===== src/pin_volume_pkg.sv =====
// Summary of operation
// With the control-source bit at 0 playback gain follows the register setting and the digitizer is powered down; at 1 it follows the digitized pin level.
// The digitizer clock is the internal RC oscillator when its clock-source bit is 0 and the external master clock when it is 1.
// The two-bit hysteresis field gives no hysteresis at 00, one code at 01 and two codes at 10, and the host never writes 11.
// The three-bit throughput field sets the conversion rate, 15.625 Hz at code 000 from a 12 MHz master clock, doubling per code up to 2 kHz at 111.
// With the internal oscillator the rates are those at a nominal 8.2 MHz and scale with the real oscillator frequency.
// A read-only 7-bit field reports the pin-control gain code, 0 meaning 18 dB, falling by 0.5 dB then 1 dB steps to -63 dB, with code 127 reserved.
// Address 0 of every page holds the 8-bit page number, reset to 0, which steers all later accesses.
// The host does not write page 0 addresses 0x50 to 0x73 and 0x76 to 0x7F, whose contents after reset are undefined.
// The host writes only zero to the upper bit of the gain readback and keeps the reserved configuration bit at its reset value.
// The gain readback updates once per finished conversion after hysteresis, so it always equals the gain applied; the code applies it only in pin mode.
package pin_volume_pkg;

   // ==========================================================
   // register map (indices; byte address is four times these)
   // ==========================================================
   localparam logic [7:0] PAGE_SELECT_IDX     = 8'h00;
   localparam logic [7:0] VOL_DIG_CONFIG_IDX  = 8'h74;
   localparam logic [7:0] PIN_GAIN_READ_IDX   = 8'h75;
   localparam logic [7:0] RSV_LO_FIRST_IDX    = 8'h50;
   localparam logic [7:0] RSV_LO_LAST_IDX     = 8'h73;
   localparam logic [7:0] RSV_HI_FIRST_IDX    = 8'h76;
   localparam logic [7:0] RSV_HI_LAST_IDX     = 8'h7F;
   localparam logic [7:0] PAGE_SELECT_RST     = 8'h00;
   localparam logic [7:0] VOL_DIG_CONFIG_RST  = 8'h00;
   localparam logic [6:0] PIN_GAIN_RST        = 7'h00;
   localparam logic [6:0] GAIN_CODE_RESERVED  = 7'h7F;
   localparam logic [6:0] GAIN_CODE_MAX       = 7'h7E;

   // ==========================================================
   // hysteresis and conversion timing
   // ==========================================================
   localparam logic [1:0] HYST_NONE           = 2'h0;
   localparam logic [1:0] HYST_ONE            = 2'h1;
   localparam logic [6:0] SAR_FIRST_TRIAL     = 7'h40;
   localparam int         SAR_MSB             = 6;
   localparam longint     REF_MCLK_HZ         = 64'd12_000_000;
   localparam longint     TPUT0_MILLIHZ       = 64'd15_625;
   // source edges per conversion at throughput code 0
   localparam int         TPUT0_DIV           = int'(REF_MCLK_HZ * 64'd1000 / TPUT0_MILLIHZ);

   typedef struct packed
   {
      logic       pin_ctl;
      logic       clk_mclk;
      logic [1:0] hyst;
      logic       rsv;
      logic [2:0] tput;
   } vol_cfg_t;

   typedef struct packed
   {
      logic       rsv;
      logic [6:0] gain;
   } gain_read_t;

   typedef enum logic [1:0]
   {
      SAR_OFF,
      SAR_WAIT,
      SAR_TRIAL
   } sar_state_t;

endpackage : pin_volume_pkg


===== src/pin_volume_digitizer_control.sv =====
// Implementation choice: the Avalon-MM register port.
`timescale 1ns/1ps
module pin_volume_digitizer_control
   import pin_volume_pkg::*;
#(
   parameter int BASE_DIV = TPUT0_DIV
)
(
   input  wire logic        ref_clk,
   input  wire logic        rst_n,
   input  wire logic        clk_en,
   input  wire logic [7:0]  avs_address,
   input  wire logic        avs_read,
   input  wire logic        avs_write,
   input  wire logic [31:0] avs_writedata,
   input  wire logic [3:0]  avs_byteenable,
   output logic      [31:0] avs_readdata,
   output logic             avs_waitrequest,
   input  wire logic        mclk_in,
   input  wire logic        rc_osc_in,
   input  wire logic        volume_detect_above,
   input  wire logic [6:0]  reg_gain_code,
   output logic             sar_power_en,
   output logic [6:0]       sar_trial_code,
   output logic [6:0]       play_gain_code,
   output logic             gain_from_pin
);

   // ==========================================================
   // register state
   // ==========================================================
   logic [7:0]  page_ff;
   vol_cfg_t    cfg_ff;
   logic        gain_rsv_ff;
   logic [6:0]  applied_ff;
   logic        wait_ff;
   logic [31:0] rdata_ff;
   logic        req;
   logic        on_page0;
   logic [7:0]  rd_byte;

   assign req      = avs_read | avs_write;
   assign on_page0 = (page_ff == 8'h00);

   always_comb
   begin
      rd_byte = 8'h00;
      if (avs_address == PAGE_SELECT_IDX)
      begin
         rd_byte = page_ff;
      end
      else if (on_page0 && avs_address == VOL_DIG_CONFIG_IDX)
      begin
         rd_byte = cfg_ff;
      end
      else if (on_page0 && avs_address == PIN_GAIN_READ_IDX)
      begin
         rd_byte = {gain_rsv_ff, applied_ff};
      end
   end

   // ==========================================================
   // avalon slave: one wait cycle, then the access completes
   // ==========================================================
   always_ff @(posedge ref_clk or negedge rst_n)
   begin
      if (!rst_n)
      begin
         wait_ff  <= 1'b1;
         rdata_ff <= 32'h0000_0000;
      end
      else if (clk_en)
      begin
         if (req && wait_ff)
         begin
            wait_ff  <= 1'b0;
            rdata_ff <= {24'h00_0000, rd_byte};
         end
         else
         begin
            wait_ff <= 1'b1;
         end
      end
   end

   assign avs_waitrequest = wait_ff;
   assign avs_readdata    = rdata_ff;

   logic wr_now;
   assign wr_now = avs_write && !wait_ff && avs_byteenable[0];

   // page number lives at address 0 of every page
   always_ff @(posedge ref_clk or negedge rst_n)
   begin
      if (!rst_n)
      begin
         page_ff <= PAGE_SELECT_RST;
      end
      else if (clk_en && wr_now && avs_address == PAGE_SELECT_IDX)
      begin
         page_ff <= avs_writedata[7:0];
      end
   end

   // reserved ranges take no write; they read as zero
   always_ff @(posedge ref_clk or negedge rst_n)
   begin
      if (!rst_n)
      begin
         cfg_ff      <= vol_cfg_t'(VOL_DIG_CONFIG_RST);
         gain_rsv_ff <= 1'b0;
      end
      else if (clk_en && wr_now && on_page0)
      begin
         if (avs_address == VOL_DIG_CONFIG_IDX)
         begin
            cfg_ff <= vol_cfg_t'(avs_writedata[7:0]);
         end
         else if (avs_address == PIN_GAIN_READ_IDX)
         begin
            gain_rsv_ff <= avs_writedata[7];
         end
      end
   end

   // ==========================================================
   // converter clock: edges of the chosen source drive the sar
   // ==========================================================
   logic mclk_d_ff;
   logic osc_d_ff;
   logic src_tick;

   always_ff @(posedge ref_clk or negedge rst_n)
   begin
      if (!rst_n)
      begin
         mclk_d_ff <= 1'b0;
         osc_d_ff  <= 1'b0;
      end
      else if (clk_en)
      begin
         mclk_d_ff <= mclk_in;
         osc_d_ff  <= rc_osc_in;
      end
   end

   // counting source edges, not ref_clk cycles, makes the rate scale with the oscillator
   assign src_tick = cfg_ff.clk_mclk ? (mclk_in & ~mclk_d_ff)
                                     : (rc_osc_in & ~osc_d_ff);

   // ==========================================================
   // throughput divider
   // ==========================================================
   logic [31:0] period;
   logic [31:0] div_ff;
   logic        conv_start;

   assign period     = 32'(BASE_DIV) >> cfg_ff.tput;
   assign conv_start = src_tick && (div_ff >= period - 32'd1);

   always_ff @(posedge ref_clk or negedge rst_n)
   begin
      if (!rst_n)
      begin
         div_ff <= 32'h0000_0000;
      end
      else if (clk_en)
      begin
         if (!cfg_ff.pin_ctl)
         begin
            div_ff <= 32'h0000_0000;
         end
         else if (conv_start)
         begin
            div_ff <= 32'h0000_0000;
         end
         else if (src_tick)
         begin
            div_ff <= div_ff + 32'd1;
         end
      end
   end

   // ==========================================================
   // successive approximation, one bit per source edge
   // ==========================================================
   sar_state_t  state_ff;
   logic [6:0]  trial_ff;
   logic [2:0]  bit_ff;
   logic [6:0]  kept;
   logic [6:0]  result;
   logic        conv_done;

   assign kept      = volume_detect_above ? trial_ff
                                          : (trial_ff & ~(7'h01 << bit_ff));
   assign result    = (kept == GAIN_CODE_RESERVED) ? GAIN_CODE_MAX : kept;
   assign conv_done = (state_ff == SAR_TRIAL) && src_tick && (bit_ff == 3'd0);

   always_ff @(posedge ref_clk or negedge rst_n)
   begin
      if (!rst_n)
      begin
         state_ff <= SAR_OFF;
         trial_ff <= 7'h00;
         bit_ff   <= 3'd0;
      end
      else if (clk_en)
      begin
         if (!cfg_ff.pin_ctl)
         begin
            state_ff <= SAR_OFF;
            trial_ff <= 7'h00;
         end
         else
         begin
            case (state_ff)
               SAR_OFF:
               begin
                  state_ff <= SAR_WAIT;
               end
               SAR_WAIT:
               begin
                  if (conv_start)
                  begin
                     state_ff <= SAR_TRIAL;
                     trial_ff <= SAR_FIRST_TRIAL;
                     bit_ff   <= 3'(SAR_MSB);
                  end
               end
               SAR_TRIAL:
               begin
                  if (src_tick)
                  begin
                     if (bit_ff == 3'd0)
                     begin
                        state_ff <= SAR_WAIT;
                        trial_ff <= kept;
                     end
                     else
                     begin
                        trial_ff <= kept | (7'h01 << (bit_ff - 3'd1));
                        bit_ff   <= bit_ff - 3'd1;
                     end
                  end
               end
               default:
               begin
                  state_ff <= SAR_OFF;
               end
            endcase
         end
      end
   end

   // ==========================================================
   // hysteresis and applied gain
   // ==========================================================
   logic [6:0] delta;
   logic [1:0] hyst_lim;

   assign delta    = (result > applied_ff) ? (result - applied_ff) : (applied_ff - result);
   // a stray 11 behaves as the widest setting rather than something undefined
   assign hyst_lim = (cfg_ff.hyst > 2'h2) ? 2'h2 : cfg_ff.hyst;

   always_ff @(posedge ref_clk or negedge rst_n)
   begin
      if (!rst_n)
      begin
         applied_ff <= PIN_GAIN_RST;
      end
      else if (clk_en && conv_done && (delta > {5'h00, hyst_lim}))
      begin
         applied_ff <= result;
      end
   end

   // ==========================================================
   // outputs to the playback path and the analog converter
   // ==========================================================
   logic       pwr_ff;
   logic [6:0] play_ff;
   logic       from_pin_ff;

   always_ff @(posedge ref_clk or negedge rst_n)
   begin
      if (!rst_n)
      begin
         pwr_ff      <= 1'b0;
         play_ff     <= 7'h00;
         from_pin_ff <= 1'b0;
      end
      else if (clk_en)
      begin
         pwr_ff      <= cfg_ff.pin_ctl;
         from_pin_ff <= cfg_ff.pin_ctl;
         play_ff     <= cfg_ff.pin_ctl ? applied_ff : reg_gain_code;
      end
   end

   assign sar_power_en   = pwr_ff;
   assign sar_trial_code = trial_ff;
   assign play_gain_code = play_ff;
   assign gain_from_pin  = from_pin_ff;

endmodule : pin_volume_digitizer_control


===== config.mk =====
export PLATFORM = sky130hd
export DESIGN_NAME = pin_volume_digitizer_control
export DESIGN_NICKNAME = d
export VERILOG_FILES = /design/src/pin_volume_pkg.sv /design/src/pin_volume_digitizer_control.sv
export SDC_FILE = /design/constraint.sdc
export NUM_CORES = 1
export LEC_CHECK = 0
export BUFFER_PORTS_ARGS = -buffer_cell sky130_fd_sc_hd__buf_2
export CAP_MARGIN = 20
export CORE_UTILIZATION = 35
export DETAILED_ROUTE_END_ITERATION = 10
export PLACE_DENSITY = 0.64
export SYNTH_ARGS = -nofsm -noshare
export SYNTH_HDL_FRONTEND = slang
export SYNTH_SLANG_ARGS = --single-unit
export TNS_END_PERCENT = 30

===== constraint.sdc =====
create_clock -name ref_clk -period 14.6 [get_ports ref_clk]
set_input_delay 0.73 -clock ref_clk [delete_from_list [all_inputs] [get_ports ref_clk]]
set_output_delay 0.73 -clock ref_clk [all_outputs]
set_load 0.03 [all_outputs]

Yosys cells after proc, flatten, opt, wreduce, memory -nomap -nowiden

Cells that the tools add are included.

Shift operators: 3
Reductions and logical operators: 26
Mux-type cells: 27
Add/subtract/negate cells: 5
Eq/ne operators: 13
Order comparisons: 4
Bitwise gates (word level): 9

Operators by type and width:

| operator                | count |
|---|---|
| $mux W32                | 3 |
| $mux W7                 | 8 |
| $add A32 B1 Y32 const B | 1 |
| $ge A32 B32 Y1          | 1 |
| $shr A20 B3 Y32 const A | 1 |
| $sub A32 B1 Y32 const B | 1 |
| $mux W8                 | 3 |
| $eq A8 B7 Y1 const B    | 2 |
| $logic_not A8 Y1        | 2 |
| $pmux W7 S2             | 1 |
| $shl A1 B3 Y7 const A   | 2 |
| $sub A7 B7 Y7           | 2 |
| $logic_and A1 B1 Y1     | 13 |
| $mux W2                 | 5 |
| $mux W3                 | 3 |
| $reduce_and A4 Y1       | 2 |
| $and A7 B7 Y7           | 1 |
| $eq A7 B7 Y1 const B    | 1 |
| $gt A7 B2 Y1            | 1 |
| $gt A7 B7 Y1            | 1 |
| $not A7 Y7              | 1 |
| $or A7 B7 Y7            | 1 |
| $ne A2 B2 Y1 const B    | 3 |
| $ne A3 B1 Y1 const B    | 2 |
| 19 further kinds        | 26 |

Flip-flop bits (word level): 87
Logic and storage cells: 105
Input bits: 59
Output and inout bits: 49

Longest topological paths before layout

Gate-level depths: netlist of the first run.

Depth in word-level cells: 10
Gate-level depth with buffers: 20
Gate-level depth less buffers: 20

Worst setup path after synthesis of the first run

Ideal clock, no wire load.

Path kind: input to register
From: in volume_detect_above
To: reg applied_ff[6]
Data arrival time: 4.968 ns
Required time: 14.475 ns
Path buffers: 0
Stages on the path: 19
Slack: 9.507 ns
Setup time: 0.125 ns
Cells stage by stage: nor2_1 > a21boi_0 > nand4_1 > o311ai_1 > ha_1 > nor2b_4 > o31ai_4 > a21oi_2 > a21boi_0 > o21ai_0 > o31a_1 > ha_1 > nor2b_1 > a2bb2oi_1 > or4_4 > a2111oi_4 > a2111oi_4 > o41ai_4 > mux2_4

Word-level cells in the longest chain between the ends: 7
Elaborated cells on any way between the ends: 9
Classes of those cells: add/sub (2); order compare (2); eq/ne (1); mux (3); reduce/logical (1)

RTL lines:

| item                                          | RTL line                            | RTL |
|---|---|---|
| from (decl)                                   | pin_volume_digitizer_control.sv:21  | `input wire logic volume_detect_above,` |
| $mux W7 (*)                                   | pin_volume_digitizer_control.sv:194 | `assign kept = volume_detect_above ? trial_ff` |
| $eq A7 B7 Y1                                  | pin_volume_digitizer_control.sv:196 | `assign result = (kept == GAIN_CODE_RESERVED) ? GAIN_CODE_MAX : kept;` |
| $mux W7 (*)                                   | pin_volume_digitizer_control.sv:196 |  |
| named net result[1]                           | pin_volume_digitizer_control.sv:191 | `logic [6:0] result;` |
| $sub A7 B7 Y7 or $gt A7 B7 Y1 (tied branches) | pin_volume_digitizer_control.sv:261 | `assign delta = (result > applied_ff) ? (result - applied_ff) : (applied_ff - result);` |
| $mux W7 (*)                                   | pin_volume_digitizer_control.sv:261 |  |
| $gt A7 B2 Y1 (*)                              | pin_volume_digitizer_control.sv:271 | `else if (clk_en && conv_done && (delta > {5'h00, hyst_lim}))` |
| $logic_and A1 B1 Y1 (*)                       | pin_volume_digitizer_control.sv:271 |  |
| to (signal assigned)                          | pin_volume_digitizer_control.sv:273 | `applied_ff <= result;` |
| to (decl)                                     | pin_volume_digitizer_control.sv:35  | `logic [6:0] applied_ff;` |

Mark *: on every way through the listed nets, which the timed path passes. The rest lies on a longest branch.
A chain may end at the register's enable or synchronous reset.

Worst setup path in the final report of the first run

From: reg bit_ff[2]
To: reg applied_ff[6]

Word-level cells in the longest chain between the ends: 10
Elaborated cells on any way between the ends: 15
Classes of those cells: add/sub (2); order compare (2); eq/ne (1); shift (1); mux (3); bitwise (2); reduce/logical (4)

RTL lines:

| item                                          | RTL line                            | RTL |
|---|---|---|
| from (decl)                                   | pin_volume_digitizer_control.sv:189 | `logic [2:0] bit_ff;` |
| from (signal assigned)                        | pin_volume_digitizer_control.sv:227 | `bit_ff <= 3'(SAR_MSB);` |
| from (signal assigned)                        | pin_volume_digitizer_control.sv:242 | `bit_ff <= bit_ff - 3'd1;` |
| $shl A1 B3 Y7 (*)                             | pin_volume_digitizer_control.sv:195 | `: (trial_ff & ~(7'h01 << bit_ff));` |
| $not A7 Y7 (*)                                | pin_volume_digitizer_control.sv:195 |  |
| $and A7 B7 Y7 (*)                             | pin_volume_digitizer_control.sv:195 |  |
| $mux W7 (*)                                   | pin_volume_digitizer_control.sv:194 |  |
| $eq A7 B7 Y1                                  | pin_volume_digitizer_control.sv:196 |  |
| $mux W7 (*)                                   | pin_volume_digitizer_control.sv:196 |  |
| named net result[3]                           | pin_volume_digitizer_control.sv:191 |  |
| $sub A7 B7 Y7 or $gt A7 B7 Y1 (tied branches) | pin_volume_digitizer_control.sv:261 |  |
| $mux W7 (*)                                   | pin_volume_digitizer_control.sv:261 |  |
| $gt A7 B2 Y1 (*)                              | pin_volume_digitizer_control.sv:271 |  |
| $logic_and A1 B1 Y1 (*)                       | pin_volume_digitizer_control.sv:271 |  |

Marked as above.

==> results.tsv, run 1 <==
metric	value	unit
Netlist Area Pre-Place	5640	um2
cell count after placement	843	
hold_ws	244	ps
wirelength, routed	12300	um
Tmin final	5600	ps
GRT Util Overall	15.5	%
first-pass GRT wire length	20200	um
Synth warnings	0	
via count	4326	
Sequential Area	2180	um2
Post-Route Skew	7.96	ps
Synth async-reset ratio	100	%
core area	15800	um2
grt total ovfl	0	
P&R area growth vs syn	12.6	%
clock root buffer	clkbuf_16	
wire length per cell	14.3	um
startpoint types	register	
clk slew on worst S/H paths	60	ps
DRC viols	0	
distinct cell type count after synthesis	72	
Buffers on Ports	56	
fillers	1595	
post-CTS setup buffers	0	
sequential-to-total area share from yosys stat	38.6	%
layout cell share with drive strength beyond 1	16.0	%
setup_tns	0	ps
Synth Area in Adders	9.15	%
CP Capture Type	register	
CTS tree	built	
Fin. Hold Viols	0	
largest family of logic cells by synthesized area	simple AND/OR/NAND/NOR gates	
final core occ	40.1	%
post-synthesis cell count	584	
initial antenna violation count	0	
IO Count	108	
r2r startpoint	bit_ff[2]$_DFFE_PN0P_	
number of synthesized flops with an enable pin	0	
post-DP HPWL	9040	um
Layout Cells excl Fill	860	
CTS sink cnt	87	
Worst VDD drop	0.0000548	V
Starting Density	35.6	%
RR Endpoint	applied_ff[6]$_DFFE_PN0P_	
largest net degree at the start of global routing	71	
critical path data arrival time	5830	ps
top_reg_cell synth	dfrtp_1	
FF-to-FF path depth	18	
DRT iter0 DRCs	207	
total power draw	0.000606	W
Yosys reg bits	87	
Worst Max-Slew Pin Slew	1060	ps
XOR/XNOR Fraction of Synth Area	4.04	%
row count	46	
Post-Synth Simple-Gate Area	17.9	%
mux cell area share after synthesis	6.77	%
pwr/cell area	95.4	nW/um2
maximum clock path buffer count	2	
die width	129	um
post-cts hold buffer count	0	
first-pass iteration count of the detailed router	5	
Mean Syn Cell Area	9.65	um2
gp weighted congestion	0.835	
post-route clock period utilization	38.4	%
Die Span Y	129	um
# diodes	0	
vias in the first global route	4044	
Worst R2R Setup Slack	9000	ps
RSZ-0062 raised after global routing	false	
Setup-failing EPs final	0	
Slew HR	29.0	%
Max Transition Viols Final	0	
mean number of vias per cell	5.03	
H-tree depth	3	
Hold Crit Class	primary input to asynchronous set/reset pin	
area of the multi-input gates	3170	um2
Data required, critical path	14830	ps
die area	16600	um2
Fmax	0.179	GHz
CTS Buf Count	9	
ANT nets after route	0	
CP Capture Point	applied_ff[6]$_DFFE_PN0P_	
Max-Cap Viols	0	
fin nets	738	
Crit Path Class	register to register	
complex-gate fraction of the synthesized area	16.7	%
outcome	completed	
peak fanout along the critical path	12	
leakage power	3.08	nW
crit path launch	bit_ff[2]$_DFFE_PN0P_	
post_cts resized	0	
clk_lat worst skew	340	ps
## critical path, cell delays in order (launching register included)
cell	delay, ps
dfrtp_1	530
nor2_1	140
a21boi_0	570
nand4_1	160
o311ai_1	560
ha_1	340
nor2b_4	60
o31ai_4	250
a21oi_2	130
a21boi_0	280
o21ai_0	110
o31a_1	120
ha_1	300
nor2b_1	140
a2bb2oi_1	150
a2111oi_0	370
o21ai_0	230
o41ai_4	670
mux2_4	350
## synth_stat cells, types with 4 or more instances
cell | n | area [um2]
dfrtp_1 | 86 | 2150
nor2_1 | 67 | 251
nand2_1 | 39 | 146
ha_1 | 38 | 475
a21oi_1 | 28 | 140
inv_1 | 28 | 105
buf_4 | 26 | 195
xor2_1 | 18 | 158
mux2i_1 | 16 | 160
o21ai_1 | 16 | 80.1
nand3_1 | 14 | 70.1
nand4_1 | 14 | 87.6
clkbuf_1 | 13 | 48.8
mux2_1 | 13 | 146
nand2b_1 | 10 | 62.6
o21ai_0 | 10 | 50.1
a21boi_0 | 9 | 67.6
a222oi_1 | 8 | 80.1
nor3_1 | 8 | 40.0
xnor2_1 | 8 | 70.1
a21o_1 | 7 | 52.6
and3_1 | 7 | 43.8
nor2b_1 | 7 | 43.8
o2bb2ai_1 | 7 | 61.3
and2_1 | 5 | 31.3
nor4_1 | 5 | 31.3
mux2_2 | 4 | 45.0
## worst min-delay path by stage
stage | end | slack (ps) | cells after the start | start
6_report | div_ff[29]$_DFFE_PN0P_ | 240 | 1 | rst_n
5_1_grt | div_ff[29]$_DFFE_PN0P_ | 250 | 1 | rst_n
4_1_cts | div_ff[29]$_DFFE_PN0P_ | 240 | 1 | rst_n
3_5_place_dp | avs_readdata[7]$_DFFE_PN0P_ | 470 | 2 | avs_readdata[7]$_DFFE_PN0P_
3_3_place_gp | avs_readdata[6]$_DFFE_PN0P_ | 460 | 2 | avs_readdata[6]$_DFFE_PN0P_
2_1_floorplan | applied_ff[0]$_DFFE_PN0P_ | 430 | 0 | rst_n
## power breakdown
part           internal, W  total (W)  switching, W  leakage (nW)
combinational    0.0000390   0.000108     0.0000688          1.82
sequential        0.000255   0.000272     0.0000176          1.12
clock             0.000133   0.000225     0.0000929         0.141
total             0.000426   0.000606      0.000179          3.08
## registers in the layout, indices dropped and copies added, names as in the netlist, 2 cells and up
name            count
applied_ff          7
div_ff             32
bit_ff              3
sar_trial_code      7
play_gain_code      7
page_ff             8
state_ff            2
cfg_ff              8
avs_readdata        8
## cell type report
cell class | count | share of cell area, %
multi-input combinational | 449 | 49.9
sequential | 87 | 34.3
timing repair buffer | 62 | 5.25
tap | 216 | 4.26
clock buffer | 12 | 3.73
inverter | 30 | 1.77
clock inverter | 4 | 0.769
## cells by family after synthesis
| family | Yosys count |
|---|---|
| simple gates | 198 |
| compound gates | 126 |
| flops | 87 |
| buf+inv | 71 |
| fa+ha+maj | 40 |
| mux | 35 |
| xor+xnor | 26 |
| other cells | 1 |
## layer usage
metal / global-route usage [%] / wire length, um / vias to the layer above
li1: - / - / 2158
met4: 5.12 / 161 / 0
met1: 21.1 / 5830 / 2070
met5: 0 / 0 / -
met2: 24.6 / 5840 / 84
met3: 3.12 / 436 / 14
## stage by stage
step                      cell area (um2)  worst slack, ps
final                                6340             9000
after global routing                 6340             8720
after CTS                            6340             8960
after detailed placement             6050             8730
after global placement               6040             8710
after floorplan                      5720             9510
## cell usage in the layout, fill, tap and decap left out, types with 18 or more instances in the layout
cell type	count
dfrtp_1	86
nor2_1	67
buf_2	56
nand2_1	39
ha_1	38
inv_1	28
a21oi_1	28
conb_1	24
xor2_1	18
No activity file was read; power rests on OpenSTA's default activity.
==> run 2: changes to the inputs <==
--- a/config.mk
+++ b/config.mk
@@ -9,7 +9,7 @@
 export CAP_MARGIN = 20
 export CORE_UTILIZATION = 35
 export DETAILED_ROUTE_END_ITERATION = 10
-export PLACE_DENSITY = 0.64
+export PLACE_DENSITY = 0.66
 export SYNTH_ARGS = -nofsm -noshare
 export SYNTH_HDL_FRONTEND = slang
 export SYNTH_SLANG_ARGS = --single-unit
==> constraint.sdc (replaced) <==
create_clock -name ref_clk -period 4.5 [get_ports ref_clk]
set_input_delay 0.225 -clock ref_clk [delete_from_list [all_inputs] [get_ports ref_clk]]
set_output_delay 0.225 -clock ref_clk [all_outputs]
set_load 0.03 [all_outputs]
==> run 2 against run 1 <==
Compared with the run above:
- routed wire length up 6.0%
- count of clock-buffer cells in the layout down 2
- first-iteration DRC count up 36%
- via count up 4.2%
- critical path type unchanged
==> results.tsv, run 2 (synthesis results as in run 1) <==
metric	value	unit	change
outcome	completed		unchanged
row count	46		unchanged
Cell Area, Placed	6280	um2	was 6050 um2
fin nets	773		was 738
initial antenna violation count	0		unchanged
total power draw	0.00209	W	was 0.000606 W
clk slew on worst S/H paths	70	ps	was 60 ps
Max-Cap Viols	0		unchanged
CTS Buf Count	9		unchanged
CTS tree	built		unchanged
FF-to-FF path depth	19		was 18
first-pass iteration count of the detailed router	6		was 5
setup_tns	0	ps	unchanged
fillers	1550		was 1595
critical path data arrival time	4690	ps	was 5830 ps
Crit Path Class	register to register		unchanged
hold_ws	103	ps	was 244 ps
final instance area	6740	um2	was 6340 um2
DRT iter0 DRCs	281		was 207
leakage power	3.27	nW	was 3.08 nW
IO Count	108		unchanged
Max Transition Viols Final	0		unchanged
clk_lat worst skew	360	ps	was 340 ps
Worst Max-Slew Pin Slew	1020	ps	was 1060 ps
maximum clock path buffer count	2		unchanged
Hold Crit Depth	2		
first-pass GRT wire length	21800	um	was 20200 um
die area	16600	um2	unchanged
post-route clock period utilization	98.1	%	was 38.4%
RSZ-0062 raised after global routing	true		was false
via count	4508		was 4326
CP Capture Type	register		unchanged
GRT Util Overall	16.9	%	was 15.5%
grt total ovfl	0		unchanged
peak fanout along the critical path	5		was 12
clock root buffer	clkbuf_16		unchanged
# diodes	0		unchanged
gp weighted congestion	0.851		was 0.835
Slew HR	31.6	%	was 29.0%
ANT nets after route	0		unchanged
mean number of vias per cell	5.04		was 5.03
max reg flops	32		unchanged
most frequent cells in the layout	dfrtp_1, nor2_1, buf_2		unchanged
Die Span Y	129	um	unchanged
vias in the first global route	4413		was 4044
DRC viols	0		unchanged
pwr/cell area	309	nW/um2	was 95.4 nW/um2
P&R area growth vs syn	19.6	%	was 12.6%
die width	129	um	unchanged
H-tree depth	3		unchanged
Fin. Hold Viols	0		unchanged
post-DP HPWL	9530	um	was 9040 um
Buffers on Ports	56		unchanged
Tmin final	4410	ps	was 5600 ps
Setup-failing EPs final	0		unchanged
wirelength, routed	13000	um	was 12300 um
startpoint types	register		unchanged
most common cell after layout, fill and taps aside	dfrtp_1		unchanged
core area	15800	um2	unchanged
Worst VDD drop	0.000266	V	was 0.0000548 V
Hold Crit Class	primary input to register		was primary input to asynchronous set/reset pin
wire length per cell	14.5	um	was 14.3 um
Starting Density	35.6	%	unchanged
largest net degree at the start of global routing	51		was 71
Post-Route Skew	8.29	ps	was 7.96 ps
CTS sink cnt	87		unchanged
Fmax	0.227	GHz	was 0.179 GHz
layout cell share with drive strength beyond 1	24.2	%	was 16.0%
Biggest register	div_ff		unchanged
final core occ	42.6	%	was 40.1%
Data required, critical path	4770	ps	was 14830 ps
-- run 2: final cells by class --
| cell class | count | area [um2] | area share, % |
|---|---|---|---|
| Clock buffer | 10 | 239 | 3.55 |
| Timing Repair Buffer | 97 | 591 | 8.76 |
| Tap cell | 216 | 270 | 4.01 |
| Inverter | 30 | 118 | 1.74 |
| Multi-Input combinational cell | 449 | 3280 | 48.6 |
| Sequential cell | 87 | 2180 | 32.4 |
| Clock inverter | 6 | 66.3 | 0.984 |
-- run 2: power by group --
part / internal (W) / switching, W
combinational: 0.000172 / 0.000250
sequential: 0.000827 / 0.0000557
clock: 0.000449 / 0.000332
total: 0.00145 / 0.000637
-- run 2: critical path, stage by stage, from the launching register on --
cell and delay (ps):
dfrtp_2 450, inv_4 60, ha_4 180, a21boi_4 170, nand4_1 130, o311ai_2 230, buf_4 190, ha_4 160
inv_2 40, fa_1 430, o31a_1 310, ha_1 290, nor2b_4 130, a2bb2oi_2 140, or4_4 530, a2111oi_4 260
a2111oi_4 130, o41ai_4 100, buf_4 220, mux2i_1 180
-- run 2: worst paths after layout --
check | startpoint | slack (ps) | end
worst max-delay path | bit_ff[1]$_DFFE_PN0P_ | 90 | applied_ff[0]$_DFFE_PN0P_
worst min-delay path | avs_writedata[1] | 100 | page_ff[1]$_DFFE_PN0P_
worst max register to register | bit_ff[1]$_DFFE_PN0P_ | 90 | applied_ff[0]$_DFFE_PN0P_
worst min register to register | avs_readdata[7]$_DFFE_PN0P_ | 480 | avs_readdata[7]$_DFFE_PN0P_
max in group asynchronous | rst_n | 3060 | bit_ff[1]$_DFFE_PN0P_
min in group asynchronous | rst_n | 380 | avs_readdata[0]$_DFFE_PN0P_
-- run 2: per-stage QoR --
step | setup WS [ps] | cells
2_1_floorplan | 76.8 | 607
3_3_place_gp | -34.7 | 869
3_5_place_dp | -105 | 869
4_1_cts | -46.4 | 891
5_1_grt | -94.8 | 895
6_report | 87.0 | 895
-- run 2: metal layers --
layer	global-route usage, %	share of wire [%]
met1	22.2	49
met2	27.1	46
met3	4.07	3.5
met4	6.30	2.0
met5	0	0
-- run 2: repair_timing --
item / in CTS / in global routing
hold buffers: 1 / 0
setup buffers: 5 / 3
gates resized for setup: 14 / 10
endpoints found under the hold margin: 36 / 0
setup endpoints to repair: 7 / 7
pin swaps: 11 / 4
==> run 3: changes to the inputs <==
--- a/config.mk
+++ b/config.mk
@@ -10,6 +10,7 @@
 export CORE_UTILIZATION = 35
 export DETAILED_ROUTE_END_ITERATION = 10
 export PLACE_DENSITY = 0.66
+export RECOVER_POWER = 25
 export SYNTH_ARGS = -nofsm -noshare
 export SYNTH_HDL_FRONTEND = slang
 export SYNTH_SLANG_ARGS = --single-unit
==> run 3 against run 2 <==
Compared with the run above:
- the flow now finishes with violations (capacitance limit, slew limit)
- via count grew 0.31%
- flip-flop and latch count unchanged
- cell count did not move
- core utilization shrank 0.079 points
- routed wire length is essentially flat
- cell area is 0.19% lower
- clock power is essentially flat
==> results.tsv, run 3 (synthesis results as in run 1) <==
metric	value	unit	change
Fin. Hold Viols	0		unchanged
Fmax	0.227	GHz	about the same
Max Transition Viols Final	39		was 0
CTS tree	built		unchanged
fillers	1549		was 1550
Top delay family on crit path	compound AO/OA/AOI/OAI gates		unchanged
GRT Util Overall	16.9	%	unchanged
area of the multi-input gates	3280	um2	unchanged
leakage power	3.26	nW	was 3.27 nW
die width	129	um	unchanged
Max-Cap Viols	1		was 0
Slew HR	-37.9	%	was 31.6%
CTS Buf Count	9		unchanged
most common cell after layout, fill and taps aside	dfrtp_1		unchanged
P&R area growth vs syn	19.4	%	was 19.6%
first-pass GRT wire length	21800	um	unchanged
Setup-failing EPs final	0		unchanged
row count	46		unchanged
gp weighted congestion	0.851		unchanged
fin nets	773		unchanged
final core occ	42.5	%	was 42.6%
startpoint types	register		unchanged
post-route clock period utilization	98.1	%	about the same
via count	4522		was 4508
total power draw	0.00208	W	was 0.00209 W
failing checks	capacitance limit, slew limit		
pwr/cell area	310	nW/um2	was 309 nW/um2
CTS sink cnt	87		unchanged
Data required, critical path	4780	ps	was 4770 ps
max reg flops	32		unchanged
layout cell share with drive strength beyond 1	23.6	%	was 24.2%
hold_ws	104	ps	was 103 ps
critical path data arrival time	4690	ps	about the same
CP Capture Type	register		unchanged
clk_lat worst skew	360	ps	about the same
IO Count	108		unchanged
Buffers on Ports	56		unchanged
clock root buffer	clkbuf_16		unchanged
DRC viols	0		unchanged
RSZ-0062 raised after global routing	true		unchanged
first-pass iteration count of the detailed router	4		was 6
Buf/Inv on CP	4		unchanged
DRT iter0 DRCs	233		was 281
outcome	finished, violations left		was completed
initial antenna violation count	0		unchanged
ANT nets after route	0		unchanged
Post-Route Skew	8.29	ps	about the same
die area	16600	um2	unchanged
peak fanout along the critical path	5		unchanged
wirelength, routed	13000	um	about the same
core area	15800	um2	unchanged
H-tree depth	3		unchanged
# diodes	0		unchanged
Hold Crit Class	primary input to register		unchanged
wire length per cell	14.5	um	about the same
cells along the critical path	inv_4 > ha_4 > a21boi_4 > nand4_1 > o311ai_2 > buf_4 > ha_4 > inv_2 > fa_1 > o31a_1 > ha_1 > nor2b_4 > a2bb2oi_2 > or4_4 > a2111oi_4 > a2111oi_4 > o41ai_4 > buf_4 > mux2i_1		unchanged
Biggest register	div_ff		unchanged
Sequential Area	2180	um2	unchanged
mean number of vias per cell	5.05		was 5.04
largest net degree at the start of global routing	51		unchanged
Crit Path Class	register to register		unchanged
Starting Density	35.6	%	unchanged
Worst Max-Slew Pin Slew	2070	ps	was 1020 ps
setup_tns	0	ps	unchanged
Worst VDD drop	0.000266	V	about the same
clk slew on worst S/H paths	70	ps	about the same
maximum clock path buffer count	2		unchanged
post-DP HPWL	9530	um	unchanged
CP max-delay cell	or4_4		unchanged
vias in the first global route	4413		unchanged
Die Span Y	129	um	unchanged
worst stage delay on the critical path	530	ps	about the same
most frequent cells in the layout	dfrtp_1, nor2_1, buf_2		unchanged
grt total ovfl	0		unchanged
Tmin final	4410	ps	about the same
run 3: final timing paths:
path | start | end | slack [ps] | cells after the start
setup / recovery | bit_ff[1]$_DFFE_PN0P_ | applied_ff[0]$_DFFE_PN0P_ | 90 | 19
hold / removal | avs_writedata[1] | page_ff[1]$_DFFE_PN0P_ | 100 | 2
setup reg to reg | bit_ff[1]$_DFFE_PN0P_ | applied_ff[0]$_DFFE_PN0P_ | 90 | 19
hold reg to reg | avs_readdata[7]$_DFFE_PN0P_ | avs_readdata[7]$_DFFE_PN0P_ | 480 | 2
max in group asynchronous | rst_n | bit_ff[1]$_DFFE_PN0P_ | 1880 | 3
min in group asynchronous | rst_n | avs_readdata[0]$_DFFE_PN0P_ | 1010 | 2
run 3: area by class of cell:
cell class              instances  area share [%]
multi-input cells             449            48.7
flip-flops and latches         87            32.4
repair buffers                 97            8.59
well taps                     216            4.02
clock buffers                  10            3.55
inverters                      30            1.75
clock inverters                 6           0.986
run 3: repair_timing:
action / in CTS / in global routing
pin swaps: 11 / 4
gates cloned: 0 / 0
buffers inserted: 5 / 3
setup endpoints to repair: 7 / 7
resized for setup: 14 / 10
hold buffers: 1 / 0
hold endpoints to repair: 36 / 0
run 3: power by group:
group / internal, W / switching [W]
Clock: 0.000449 / 0.000332
Combinational: 0.000171 / 0.000250
Sequential: 0.000827 / 0.0000555
Total: 0.00145 / 0.000637
run 3: worst reg2reg max path, cell delays in order, from the launching register on:
cell       delay, ps
dfrtp_2          450
inv_4             60
ha_4             180
a21boi_4         170
nand4_1          130
o311ai_2         230
buf_4            190
ha_4             160
inv_2             40
fa_1             430
o31a_1           310
ha_1             290
nor2b_4          130
a2bb2oi_2        140
or4_4            530
a2111oi_4        260
a2111oi_4        130
o41ai_4          100
buf_4            220
mux2i_1          190
run 3: stage by stage:
step | setup WS (ps) | cell area (um2) | cells
after CTS | -46.4 | 6680 | 891
after detailed placement | -105 | 6280 | 869
final | 87.4 | 6730 | 895
after floorplan | 76.8 | 5760 | 607
after global routing | -94.8 | 6730 | 895
after global placement | -34.7 | 6280 | 869
run 3: routing by layer:
metal / up-vias / routed length, um / track usage (%)
met3: 15 / 517 / 4.07
met4: 0 / 255 / 6.30
met2: 94 / 5980 / 27.1
li1: 2228 / - / -
met5: - / 0 / 0
met1: 2185 / 6240 / 22.2
